## config.mk

```make
export PLATFORM = sky130hd
export DESIGN_NAME = hpsp_top
export DESIGN_NICKNAME = d
export VERILOG_FILES = /design/src/design/hpsp_pkg.sv /design/src/design/hpsp_sync.sv /design/src/design/hpsp_top.sv
export SDC_FILE = /design/constraint.sdc
export NUM_CORES = 1
export LEC_CHECK = 0
export ABC_AREA = 1
export BUFFER_PORTS_ARGS = -buffer_cell sky130_fd_sc_hd__buf_2
export CORE_MARGIN = 5
export CORE_UTILIZATION = 38
export CTS_CLUSTER_SIZE = 8
export DETAILED_ROUTE_END_ITERATION = 6
export MAX_ROUTING_LAYER = met4
export PLACE_DENSITY_LB_ADDON = 0.05
export SETUP_SLACK_MARGIN = 0.15
export SLEW_MARGIN = 20
export SYNTH_ARGS = -nofsm -noshare
export SYNTH_HDL_FRONTEND = slang
export SYNTH_SLANG_ARGS = --single-unit
```

## constraint.sdc

```tcl
create_clock -name clk -period 2.3 [get_ports clk]
set_clock_uncertainty 0.05 [all_clocks]
set_input_delay 0 -clock clk [delete_from_list [all_inputs] [get_ports clk]]
set_output_delay 0 -clock clk [all_outputs]
set_load 0.03 [all_outputs]
```

## src/design/hpsp_pkg.sv

```systemverilog
// Shared constants for the hub port strap and power control block.
package hpsp_pkg;
  localparam int          HPSP_PORTS       = 4;
  localparam int          HPSP_SYNC_STAGES = 2;
  // Reset value of the per-port power enables: all ports unpowered.
  localparam logic [3:0]  HPSP_PWR_RESET   = 4'h0;
  // Reset value of captured strap bits.
  localparam logic [3:0]  HPSP_STRAP_RESET = 4'h0;
  // Output enables of the shared supply pins while released: all high.
  localparam logic [3:0]  HPSP_OE_RELEASED = 4'hF;
  // Time in ns that upstream power sense must hold before the connect state changes.
  localparam int          HPSP_SENSE_DEB_NS = 1000;
  localparam int          HPSP_CLK_NS       = 25;
  localparam int          HPSP_SENSE_DEB_CYC =
    (HPSP_SENSE_DEB_NS + HPSP_CLK_NS - 1) / HPSP_CLK_NS;
  localparam int          HPSP_DEB_W        = 6;

  typedef enum logic [1:0] {
    HPSP_ST_RESET   = 2'b00,
    HPSP_ST_CAPTURE = 2'b01,
    HPSP_ST_RUN     = 2'b10
  } hpsp_state_t;
endpackage : hpsp_pkg

```

## src/design/hpsp_sync.sv

```systemverilog
// Two-flop synchroniser for a vector of asynchronous pin levels.
`timescale 1ns/1ps
`default_nettype none
module hpsp_sync #(
  parameter int WIDTH = 1
) (
  input  wire logic             clk,
  input  wire logic             reset_n,
  input  wire logic [WIDTH-1:0] async_in,
  output var  logic [WIDTH-1:0] sync_out
);
  logic [WIDTH-1:0] meta_q;
  logic [WIDTH-1:0] meta_d;
  logic [WIDTH-1:0] sync_d;

  always_comb begin
    meta_d = async_in;
    sync_d = meta_q;
  end

  always_ff @(posedge clk) begin
    if (!reset_n) begin
      meta_q   <= '0;
      sync_out <= '0;
    end else begin
      meta_q   <= meta_d;
      sync_out <= sync_d;
    end
  end
endmodule : hpsp_sync
`default_nettype wire

```

## src/design/hpsp_top.sv

```systemverilog
// Upstream connect control, reset strap capture and port power enables.
`timescale 1ns/1ps
`default_nettype none
module hpsp_top
  import hpsp_pkg::*;
(
  input  wire logic       clk,
  input  wire logic       reset_n,
  // Asynchronous pin levels; each passes two flops before use.
  input  wire logic       upstream_power_sense,
  input  wire logic       port_off_strap_en,
  input  wire logic       charge_strap_en,
  input  wire logic [3:0] port_off_strap_minus,
  input  wire logic [3:0] port_off_strap_plus,
  input  wire logic [3:0] charge_support_strap,
  // Request from hub logic on this clock, used directly.
  input  wire logic [3:0] port_power_req,
  // All outputs below are register outputs.
  output var  logic       upstream_dplus_pullup,
  output var  logic [3:0] port_supply_on,
  output var  logic [3:0] port_supply_oe_n,
  output var  logic [3:0] port_disabled,
  output var  logic [3:0] port_charge_support,
  output var  logic       straps_valid
);
  // The enable pins double as charge straps, so they are released (input)
  // until straps are captured; output enable is low while driving.
  logic [13:0] pins_async;
  logic [13:0] pins_sync;
  logic        sense_sync;
  logic [3:0]  dm_sync;
  logic [3:0]  dp_sync;
  logic [3:0]  chg_sync;
  logic        pen_sync;
  logic        cen_sync;

  // Every pin level crosses into the clock domain through two flops.
  assign pins_async = {upstream_power_sense, port_off_strap_en,
                       charge_strap_en, port_off_strap_minus,
                       port_off_strap_plus, charge_support_strap[2:0]};

  hpsp_sync #(.WIDTH(14)) u_sync (
    .clk      (clk),
    .reset_n  (reset_n),
    .async_in (pins_async),
    .sync_out (pins_sync)
  );

  // The fourth enable pin passes through a one-bit synchroniser of its own.
  logic chg3_sync;

  hpsp_sync #(.WIDTH(1)) u_sync_chg3 (
    .clk      (clk),
    .reset_n  (reset_n),
    .async_in (charge_support_strap[3]),
    .sync_out (chg3_sync)
  );

  always_comb begin
    sense_sync = pins_sync[13];
    pen_sync   = pins_sync[12];
    cen_sync   = pins_sync[11];
    dm_sync    = pins_sync[10:7];
    dp_sync    = pins_sync[6:3];
    chg_sync   = {chg3_sync, pins_sync[2:0]};
  end

  // Strap capture sequence. The synchronisers are held in reset with the
  // rest of the block, so a level present at release reaches them two
  // edges later; the wait count covers that before the one capture.
  // The straps must therefore stand for a few cycles after release, and
  // the captured values then hold until reset_n is asserted again.
  hpsp_state_t state_q;
  hpsp_state_t state_d;
  logic [1:0]  wait_q;
  logic [1:0]  wait_d;
  logic [3:0]  dis_q;
  logic [3:0]  dis_d;
  logic [3:0]  chg_q;
  logic [3:0]  chg_d;
  logic        valid_q;
  logic        valid_d;

  always_comb begin
    state_d = state_q;
    wait_d  = wait_q;
    dis_d   = dis_q;
    chg_d   = chg_q;
    valid_d = valid_q;
    case (state_q)
      HPSP_ST_RESET: begin
        // Count edges until the synchronisers hold post-release levels.
        wait_d = wait_q + 2'd1;
        if (wait_q == 2'(HPSP_SYNC_STAGES)) begin
          state_d = HPSP_ST_CAPTURE;
        end
      end
      HPSP_ST_CAPTURE: begin
        // Levels now seen are those present at the second clock edge after reset_n rose.
        // A strap group whose option is off keeps its reset value of zero.
        if (pen_sync) begin
          dis_d = dm_sync & dp_sync;
        end
        if (cen_sync) begin
          chg_d = chg_sync;
        end
        valid_d = 1'b1;
        state_d = HPSP_ST_RUN;
      end
      HPSP_ST_RUN: begin
        // Straps stay frozen here whatever the shared pins do later.
        state_d = HPSP_ST_RUN;
      end
      default: begin
        wait_d  = '0;
        state_d = HPSP_ST_RESET;
      end
    endcase
  end

  always_ff @(posedge clk) begin
    if (!reset_n) begin
      state_q <= HPSP_ST_RESET;
      wait_q  <= 2'd0;
      dis_q   <= HPSP_STRAP_RESET;
      chg_q   <= HPSP_STRAP_RESET;
      valid_q <= 1'b0;
    end else begin
      state_q <= state_d;
      wait_q  <= wait_d;
      dis_q   <= dis_d;
      chg_q   <= chg_d;
      valid_q <= valid_d;
    end
  end

  // Upstream power sense debounce and connect pull-up. A new sense level
  // must stand for the whole debounce span before the pull-up follows, so
  // a bouncing supply contact gives the host one clean connect. The
  // pull-up only rises once the straps are valid, so the host never sees
  // a connect before the port set-up is known.
  logic [HPSP_DEB_W-1:0] deb_q;
  logic [HPSP_DEB_W-1:0] deb_d;
  logic                  pull_q;
  logic                  pull_d;

  always_comb begin
    deb_d  = deb_q;
    pull_d = pull_q;
    if (sense_sync == pull_q) begin
      // Sense agrees with the pull-up: nothing pending, restart the count.
      deb_d = '0;
    end else if (deb_q == HPSP_DEB_W'(HPSP_SENSE_DEB_CYC - 1)) begin
      // Span complete: follow the sense, but never connect before valid.
      deb_d  = '0;
      pull_d = sense_sync & valid_q;
    end else begin
      deb_d = deb_q + HPSP_DEB_W'(1);
    end
  end

  always_ff @(posedge clk) begin
    if (!reset_n) begin
      deb_q  <= '0;
      pull_q <= 1'b0;
    end else begin
      deb_q  <= deb_d;
      pull_q <= pull_d;
    end
  end

  // Port supply enables, active high, gated off for disabled ports. The
  // pins are also the charge straps, so until capture they stay released
  // and unpowered; only then is the output enable pulled low.
  logic [3:0] pwr_d;
  logic [3:0] pwr_q;
  logic [3:0] oe_n_d;
  logic [3:0] oe_n_q;

  always_comb begin
    pwr_d  = HPSP_PWR_RESET;
    oe_n_d = HPSP_OE_RELEASED;
    if (valid_q) begin
      // Straps known: drive every pin and pass requests of enabled ports.
      pwr_d  = port_power_req & ~dis_q;
      oe_n_d = 4'h0;
    end
  end

  always_ff @(posedge clk) begin
    if (!reset_n) begin
      pwr_q  <= HPSP_PWR_RESET;
      oe_n_q <= HPSP_OE_RELEASED;
    end else begin
      pwr_q  <= pwr_d;
      oe_n_q <= oe_n_d;
    end
  end

  // Outputs come straight from the registers above.
  always_comb begin
    upstream_dplus_pullup = pull_q;
    port_supply_on        = pwr_q;
    port_supply_oe_n      = oe_n_q;
    port_disabled         = dis_q;
    port_charge_support   = chg_q;
    straps_valid          = valid_q;
  end
endmodule : hpsp_top
`default_nettype wire

```

==> summary.md, run 1 <==
| Metric | Value |
|---|---|
| Status | complete, no violations |
| Synth cell count leaders | dfxtp_1, nand2_1, inv_1, nor2_1, a21oi_1 |
| Postcts setup bufs | 0 |
| Final hold vios | 0 |
| Die Wd | 79.36 um |
| Mapped Nets | 235 |
| Drt wl/cell | 9.211 um |
| Hold Path Class | primary input to register |
| Compound-gate portion of the synthesized area | between 5 and 6% |
| DRC Markers | 0 |
| Die area | roughly 6300 um2 |
| Fraction of registers with async set/reset | 0% |
| Synth Register Bits | 55 |
| Initial antenna violation count | 0 |
| Data required time of the worst path | 2480 ps |
| Gpl congestion | 0.7303 |
| # diodes | 0 |
| Crit-path max FO | 5 |
| Wirelength, routed | about 3000 um |
| Core area | 4692 um2 |
| Number of global-route vias before repair | approximately 1300 |
| Via/cell ratio | around 4 |
| Clock root cell | clkbuf_8 |
| Clock Latency Late Sink | 300 ps |
| Top FF cell, synth | dfxtp_1 |
| Lkg Pwr | 0.001224 uW |
| Slew of the pin with the lowest slew margin | 335.5 ps |
| Clock-pin slew on the worst setup and hold paths | about 90 ps |
| Max Transition Viols Final | 0 |
| Post-layout util | 49.68% |
| Largest net degree at the start of global routing | 37 |
| Setup TNS | 0 ps |
| Post-cts gate resize count | 0 |
| Post-route ant nets | 0 |
| Max transition margin | slightly below 80% |
| CTS sink cnt | 55 |
| Nets | 294 |
| Final worst path period share | just over 50% |
| H-tree Lvls | 2 |
| Max Freq | 0.8372 GHz |
| Ports | 39 |
| HPWL after DPL | 2010 um |
| Pwr/cell area | 793.6 nW/um2 |
| CP Launch Type | register |
| Tmin final | approximately 1200 ps |
| IO Port Bufs | 38 |
| Cell accounting for the most synthesized area | dfxtp_1 |
| Post-Synth Adder-Cell Area | 2.738% |
| Cell variety after synth | 21 |
| Top cells by area, synth | dfxtp_1, nand2_1, inv_1 |
| CTS tree | yes |
| P&R area growth vs syn | 27.52% |
| Global-route wire length before repair | between 5000 and 6000 um |
| Worst vdd rail ir drop | 0.3588 mV |
| XOR/XNOR share of the synthesized area | 0.9582% |
| DIE HEIGHT | 79.36 um |
| Syn avg cell area | 8.705 um2 |
| Vias | 1290 |
| First DRT Iteration DRCs | 51 |
| RSZ-0062 raised after global routing | no |
| EDFF count, synth | 0 |
| Mux contribution to synthesized area | 0% |
| Largest family of logic cells by synthesized area | simple AND/OR/NAND/NOR gates |
| Layout cell share with drive strength beyond 1 | about a fifth |
| Power, Total | 1850 uW |
| Worst-case clock buffer depth | 2 |
| All-layer global routing usage | 11.21% |
| Critical path type | register to register |
| Cell area after layout | 2331 um2 |
| Drt pass-1 iters | 4 |
| Final Hold Slack | ~360 ps |
| Post-Synth Simple-Gate Area | approximately a fifth |
| Mapped Cells | 210 |
| Placed cell areas | 2043 um2 |
| FP Rows | 25 |
| Total clock buffers created by CTS | 5 |
| Initial Util | 38.96% |
| Post-Syn Area | 1828 um2 |
| Sequential cell area fraction in the yosys report | approximately three fifths |
| Critical path endpoint category | register |
| Synthesis Warnings | 0 |
| Remaining Overflow, GRT | 0 |
| Count leader, synth | dfxtp_1 |
| Crit path DAT | 1380 ps |
| Max-Cap Viols | 0 |
| Final setup violation count | 0 |
| Top cell type's share of synthesized area | between 60% and 70% |
[what timing repair did]
item / 4_1_cts / 5_1_grt
hold endpoints to repair: 20 / 0
hold buffers: 20 / 0
setup endpoints to repair: 0 / 0
[registers in the layout, indices dropped and copies added, names as in the netlist, 2 cells and up]
signal               cells
port_supply_on           4
u_sync.meta_q           14
port_charge_support      4
deb_q                    6
wait_q                   2
u_sync.sync_out         14
state_q                  2
port_disabled            4
[power by group]
part | internal (uW) | leakage [uW] | switching [uW]
logic | 117 | 0.000727 | 165
registers | 1020 | 0.000451 | 29.3
clock network | 237 | 0.0000470 | 283
total | 1370 | 0.00122 | 477
[per-layer routing]
metal  global-route usage (%)  vias up  part of all wire (%)  wire length, um
met2                    17.51       28                    45             1334
met3                    4.195        4                   5.0              149
met1                    13.22      521                    49             1464
li1                         -      737                     -                -
met5                        -        -                     0                0
met4                    4.124        0                  0.87               26
[cell families after synthesis]
kind of cell,count (synthesis)
adder cells (fa/ha/maj),4
flip-flops,55
AO/OA/AOI/OAI,16
buffers and inverters,50
XOR/XNOR,2
AND/OR/NAND/NOR,83
[placed cells by master, fill, tap and decap left out, drive strengths merged]
master / instances
ha: 4
clkbuf: 6
nor2: 21
a21oi: 9
buf: 39
nand4: 1
dfxtp: 55
o21ai: 6
nand3: 7
inv: 43
dlygate4sd3: 20
or2: 1
nor3b: 4
a211oi: 1
clkinv: 1
xor2: 2
nor3: 2
nand2: 47
[area by class of cell]
cell class	count	area [um2]
Timing Repair Buffer	59	397.9
Multi-Input combinational cell	105	515.5
Sequential cell	55	1101
Tap cell	54	67.56
Inverter	43	161.4
Clock buffer	6	82.58
Clock inverter	1	5.005
Fill cell	450	2361
[through the flow]
stage | instances | setup WS (ps)
after floorplan | 210 | 1197
after global placement | 296 | 1126
after detailed placement | 296 | 1105
after CTS | 323 | 1085
after global routing | 323 | 962.1
final | 323 | 1106
[worst paths after layout]
check / cells after the start / end / slack [ps] / start
max: 6 / port_disabled[3] / 1110 / state_q[1]
min: 4 / u_sync.meta_q[0] / 360 / charge_support_strap[0]
max reg2reg: 6 / port_disabled[3] / 1110 / state_q[1]
min reg2reg: 2 / u_sync.sync_out[2] / 370 / u_sync.meta_q[2]
[critical path, stage by stage (launching register included)]
cell and delay [ps]:
dfxtp_1 300, inv_1 80, ha_1 210, nand2_1 140, inv_1 140, nand3_1 80
a21oi_1 120
(Power assumes the default switching activity.)
==> run 2: changes to the inputs <==
- ABC_AREA: 1 -> 0
- clock period: 2.3 -> 1.1 ns (I/O delays scaled with it)
==> run 2 against run 1 <==
Against the previous run: the flow now finishes with violations (setup timing); hold slack got worse by 310 ps; global-route usage rose by 1.1 points; flip-flop and latch count did not move; utilization rose by 5.5 points; maximum frequency rose by 0.25%; clock power rose by 110%; cell count fell by 11%; area after synthesis fell by 1.2%; power rose by 130%; largest cell class unchanged.
==> summary.md, run 2 <==
| Metric | Value |
|---|---|
| Status | finished with violations |
| Failing checks | setup timing |
| Final worst path period share | 108.3% |
| Worst-case clock buffer depth | 2 |
| Final setup violation count | 6 |
| Final setup margin | -91.53 ps |
| Largest net degree at the start of global routing | 25 |
| DIE HEIGHT | around 79 um |
| Die Wd | 78.96 um |
| Post-route ant nets | 0 |
| RSZ-0062 raised after global routing | yes |
| EDFF count, synth | 0 |
| Nets | around 260 |
| Top cell type's share of synthesized area | about three fifths |
| Core area | 4661 um2 |
| Mapped Nets | 192 |
| Critical path endpoint category | register |
| Final hold vios | 0 |
| Critical path type | register to register |
| Top FF cell, synth | dfxtp_1 |
| CTS sink cnt | 55 |
| Synth cell count leaders | dfxtp_1, and2_1, nand2_1 |
| Count leader, synth | dfxtp_1 |
| Max transition margin | 77.93% |
| Fraction of registers with async set/reset | 0% |
| Number of global-route vias before repair | 1359 |
| Max Freq | 0.8393 GHz |
| H-tree Lvls | 2 |
| Max Transition Viols Final | 0 |
| Commonest non-fill, non-tap cell in the layout | dfxtp_1 |
| Ports | 39 |
| Pwr/cell area | 1652 nW/um2 |
| Biggest regs | u_sync.meta_q x14, u_sync.sync_out x14, deb_q x6 |
| CP Launch Type | register |
| Global-route wire length before repair | 5892 um |
| First DRT Iteration DRCs | 48 |
| Remaining Overflow, GRT | 0 |
| Synth Register Bits | 55 |
| Tmin final | roughly 1200 ps |
| DRC Markers | 0 |
| Lkg Pwr | 0.001090 uW |
| Syn avg cell area | 10.82 um2 |
| Crit-path max FO | 3 |
| Most frequent cells in the layout | dfxtp_1, and2_1, buf_2, dlygate4sd3_1, buf_4 |
| Max-Cap Viols | 0 |
| Cell variety after synth | 30 |
| Cell accounting for the most synthesized area | dfxtp_1 |
| Sequential cell area fraction in the yosys report | 60.94% |
| Worst vdd rail ir drop | just over 0.8 mV |
| Layout cell share with drive strength beyond 1 | 41.28% |
| Via/cell ratio | 4.574 |
| Die area | 6234 um2 |
| Clock Latency Late Sink | about 300 ps |
| Slew of the pin with the lowest slew margin | ~330 ps |
| Hold Path Class | primary input to register |
| CTS tree | yes |
| Top cells by area, synth | dfxtp_1, and2_1, nand2_1 |
| Mapped Cells | 167 |
| Clock-pin slew on the worst setup and hold paths | 100 ps |
| Total clock buffers created by CTS | 5 |
| Vias | 1322 |
| P&R area growth vs syn | 42.38% |
| Drt wl/cell | 11.67 um |
| HPWL after DPL | 2293 um |
| All-layer global routing usage | 12.27% |
| Initial Util | 38.77% |
| # diodes | 0 |
| Initial antenna violation count | 0 |
| Drt pass-1 iters | 4 |
| Crit path DAT | 1340 ps |
| IO Port Bufs | 38 |
| Final Hold Slack | 47.94 ps |
| Data required time of the worst path | around 1300 ps |
| Power, Total | 4249 uW |
| Synthesis Warnings | 0 |
| Gpl congestion | 0.7077 |
| Clock root cell | clkbuf_8 |
| Post-Syn Area | 1807 um2 |
| Wirelength, routed | ~3400 um |
| FP Rows | 25 |
[run 2: cell types whose count changed after synthesis, moves of 5 or more]
cell / change
nand2_1: -33
nor2_1: -14
inv_1: -35
a21boi_1: +6
and2_1: +30
a21oi_1: -6
o21ai_0: -5
[run 2: worst paths after layout]
path / from / end / slack [ps] / depth (start not counted)
max: deb_q[0] / deb_q[4] / -90 / 6
min: reset_n / upstream_dplus_pullup / 50 / 2
max reg2reg: deb_q[0] / deb_q[4] / -90 / 6
min reg2reg: port_disabled[3] / port_supply_on[3] / 380 / 1
[run 2: final cells by class]
class,instances,area [um2]
well taps,54,67.56
repair buffers,69,506.7
inverters,6,27.53
flip-flops and latches,55,1116
clock inverters,3,22.52
multi-input cells,97,763.2
fillers,413,2088
clock buffers,5,68.82
[run 2: per-stage QoR]
stage	utilization (%)	cell area (um2)	TNS, ps	std cells	worst slack (ps)
2_1_floorplan	-	1876	-74.93	167	-53.80
6_report	55.19	2572	-442.9	289	-91.53
5_1_grt	55.19	2572	-1111	289	-184.8
3_5_place_dp	45.88	2138	-368.7	258	-103.2
4_1_cts	53.69	2502	-429.8	288	-87.56
3_3_place_gp	45.88	2138	-114.8	258	-57.78
[run 2: where the power goes]
group / leakage (uW) / total (uW) / internal (uW) / switching (uW)
sequential: 0.000455 / 2240 / 2140 / 101
clock: 0.0000485 / 1100 / 457 / 642
combinational: 0.000587 / 909 / 492 / 417
[run 2: routing by layer]
layer	up-vias	share of wire [%]	track usage, %
met2	33	48	20.63
met1	608	44	13.62
li1	675	-	-
met4	0	1.7	5.155
met3	6	6.8	3.628
met5	-	0	-
[run 2: cell families after synthesis]
| group | count (synthesis) | share of synthesized area, % |
|---|---|---|
| AOI/OAI and AO/OA | 17 | 7.410 |
| adders and majority gates | 4 | 2.770 |
| muxes | 1 | 0.5540 |
| DFF | 55 | 60.94 |
| and+or+nand+nor | 71 | 22.44 |
| buffers and inverters | 15 | 3.947 |
| xor gates and xnor gates | 4 | 1.939 |
[run 2: critical path, cell delays in order, from the launching register on]
cell,delay [ps]
dfxtp_2,350
ha_4,160
buf_4,130
buf_6,110
nand3_2,60
xor2_1,180
nor2_1,60
[run 2: timing repair]
item	CTS	global route
hold buffers	19	0
resized for setup	17	27
hold endpoints to repair	19	0
buffers inserted	3	1
endpoints found under the setup margin	20	30
pin swaps	11	11
==> run 3: changes to the inputs <==
- CORE_ASPECT_RATIO: default -> 0.9
==> run 3 against run 2 <==
Against the previous run: the run still ends with setup timing left; cell count is 3.8% higher; via count is 0.91% lower; maximum frequency decreased by 3.9%; global-route usage is 0.53 points higher; combinational power increased by 8.6%; die area hardly changed; flip-flop and latch count unchanged; critical path type unchanged.
==> summary.md, run 3 (synthesis gave the netlist of run 2 again) <==
| Metric | Value |
|---|---|
| Status | finished with violations |
| Failing checks | setup timing |
| Dpl ws | -124.9 ps |
| Pwr/cell area | around 1700 nW/um2 |
| Max-Cap Viols | 0 |
| Core area | 4518 um2 |
| Most frequent cells in the layout | dfxtp_1, and2_1, buf_2, dlygate4sd3_1, buf_4 |
| Die Wd | 82.69 um |
| Initial Util | 39.99% |
| Area of the multi-input gates | 764.5 um2 |
| Number of global-route vias before repair | 1371 |
| First DRT Iteration DRCs | 34 |
| Via/cell ratio | 4.367 |
| Reg-to-reg endpoint | deb_q[4] |
| DRC Markers | 0 |
| CP Launch Type | register |
| Worst Hold End | upstream_dplus_pullup |
| Drt pass-1 iters | 4 |
| R2R depth | 7 |
| Crit-path max FO | 3 |
| Vias | 1310 |
| Commonest non-fill, non-tap cell in the layout | dfxtp_1 |
| Data required time of the worst path | 1250 ps |
| Initial antenna violation count | 0 |
| FP Rows | 23 |
| Remaining Overflow, GRT | 0 |
| IO Port Bufs | 38 |
| Grt met2 use | 21.26% |
| Drt wl/cell | 11.36 um |
| CTS sink cnt | 55 |
| Reg2reg start | deb_q[0] |
| Critical path endpoint category | register |
| Crit path DAT | about 1400 ps |
| Wirelength, routed | 3408 um |
| Layout cell share with drive strength beyond 1 | approximately 43% |
| DIE HEIGHT | 75.42 um |
| Power, Total | 4473 uW |
| P&R area growth vs syn | 46.74% |
| Ports | 39 |
| Cell area after layout | 2651 um2 |
| Clock-pin slew on the worst setup and hold paths | around 80 ps |
| Lkg Pwr | 0.001101 uW |
| M3 GR Usage | 3.310% |
| Max transition margin | 77.11% |
| Worst vdd rail ir drop | 0.8668 mV |
| Reg2Reg Setup Slack | -140 ps |
| Final setup margin | -139.6 ps |
| Nets | 263 |
| Hold Path Class | primary input to register |
| Critical path type | register to register |
| Die area | 6236 um2 |
| HPWL after DPL | 2324 um |
| Gpl congestion | approximately 0.67 |
| RSZ-0062 raised after global routing | yes |
| Met1 Usage GRT | 14.67% |
| HP Start | reset_n |
| Final setup violation count | 7 |
| Largest net degree at the start of global routing | 19 |
| All-layer global routing usage | 12.80% |
| CTS tree | yes |
| Tmin final | 1240 ps |
| Max Freq | slightly above 0.8 GHz |
| Hold Path Depth | 2 |
| Total clock buffers created by CTS | 5 |
| Global-route wire length before repair | 5885 um |
| Busiest grt layer | met2 |
| Clock Latency Late Sink | 300 ps |
| Fillers | 401 |
| Final hold vios | 0 |
| Final worst path period share | 112.7% |
| Post-route ant nets | 0 |
| Clock root cell | clkbuf_8 |
| H-tree Lvls | 2 |
| Biggest regs | u_sync.meta_q x14, u_sync.sync_out x14, deb_q x6 |
| FF+latch area | 1122 um2 |
| Slew of the pin with the lowest slew margin | about 340 ps |
| Placed cell areas | 2163 um2 |
| Max Transition Viols Final | 0 |
| # diodes | 0 |
| Worst-case clock buffer depth | 2 |
[run 3: cell types whose count changed in the layout (fill, tap and decap cells not counted), sizes merged]
cell      before  now
buf           46   49
bufinv         0    1
clkbuf         9   10
clkinv         2    0
clkinvlp       0    1
inv            7    6
[run 3: worst max-delay path, cell delays in order (launching register included)]
cell and delay [ps]:
dfxtp_2 350, ha_4 150, buf_4 130, buf_6 100
buf_6 110, nand3_2 60, xor2_1 140, nor2_1 50
[run 3: power by group]
group          leakage [uW]  internal, uW  total (uW)  switching (uW)
clock             0.0000502           665        1260             593
combinational      0.000594           535         987             452
sequential         0.000456          2140        2230            85.3
[run 3: timing repair]
action / CTS / global route
endpoints found under the setup margin: 20 / 32
hold endpoints to repair: 19 / 0
hold buffers: 19 / 0
resized for setup: 24 / 31
pin swaps: 16 / 8
setup buffers: 5 / 1
[run 3: stage by stage]
step / std cells / util (%) / hold WS [ps] / TNS (ps)
floorplan: 167 / - / 77.29 / -74.93
global placement: 268 / 47.88 / 155.6 / -98.39
detailed placement: 268 / 47.88 / 158.1 / -436.5
CTS: 299 / 56.69 / 22.07 / -531.2
global route: 300 / 58.68 / 42.29 / -1225
finish: 300 / 58.68 / 12.24 / -630.0
[run 3: how the worst max path moves through the flow]
stage	start	to	slack, ps
after global placement	deb_q[0]	upstream_dplus_pullup	-50
after detailed placement	deb_q[0]	upstream_dplus_pullup	-120
after CTS	deb_q[0]	upstream_dplus_pullup	-110
after global routing	deb_q[0]	deb_q[4]	-180
final	deb_q[0]	deb_q[4]	-140
after floorplan	deb_q[0]	upstream_dplus_pullup	-50
[run 3: cell type report]
class | count | area share [%]
Sequential cell | 55 | 42.33
Multi-Input combinational cell | 97 | 28.83
Timing Repair Buffer | 73 | 20.95
Tap cell | 62 | 2.926
Clock buffer | 5 | 2.596
Clock inverter | 2 | 1.416
Inverter | 6 | 0.9438
[run 3: layer usage]
| metal | vias up | share of wire [%] |
|---|---|---|
| li1 | 679 | - |
| met1 | 589 | 45 |
| met2 | 35 | 47 |
| met3 | 7 | 6.9 |
| met4 | 0 | 1.6 |
| met5 | - | 0 |
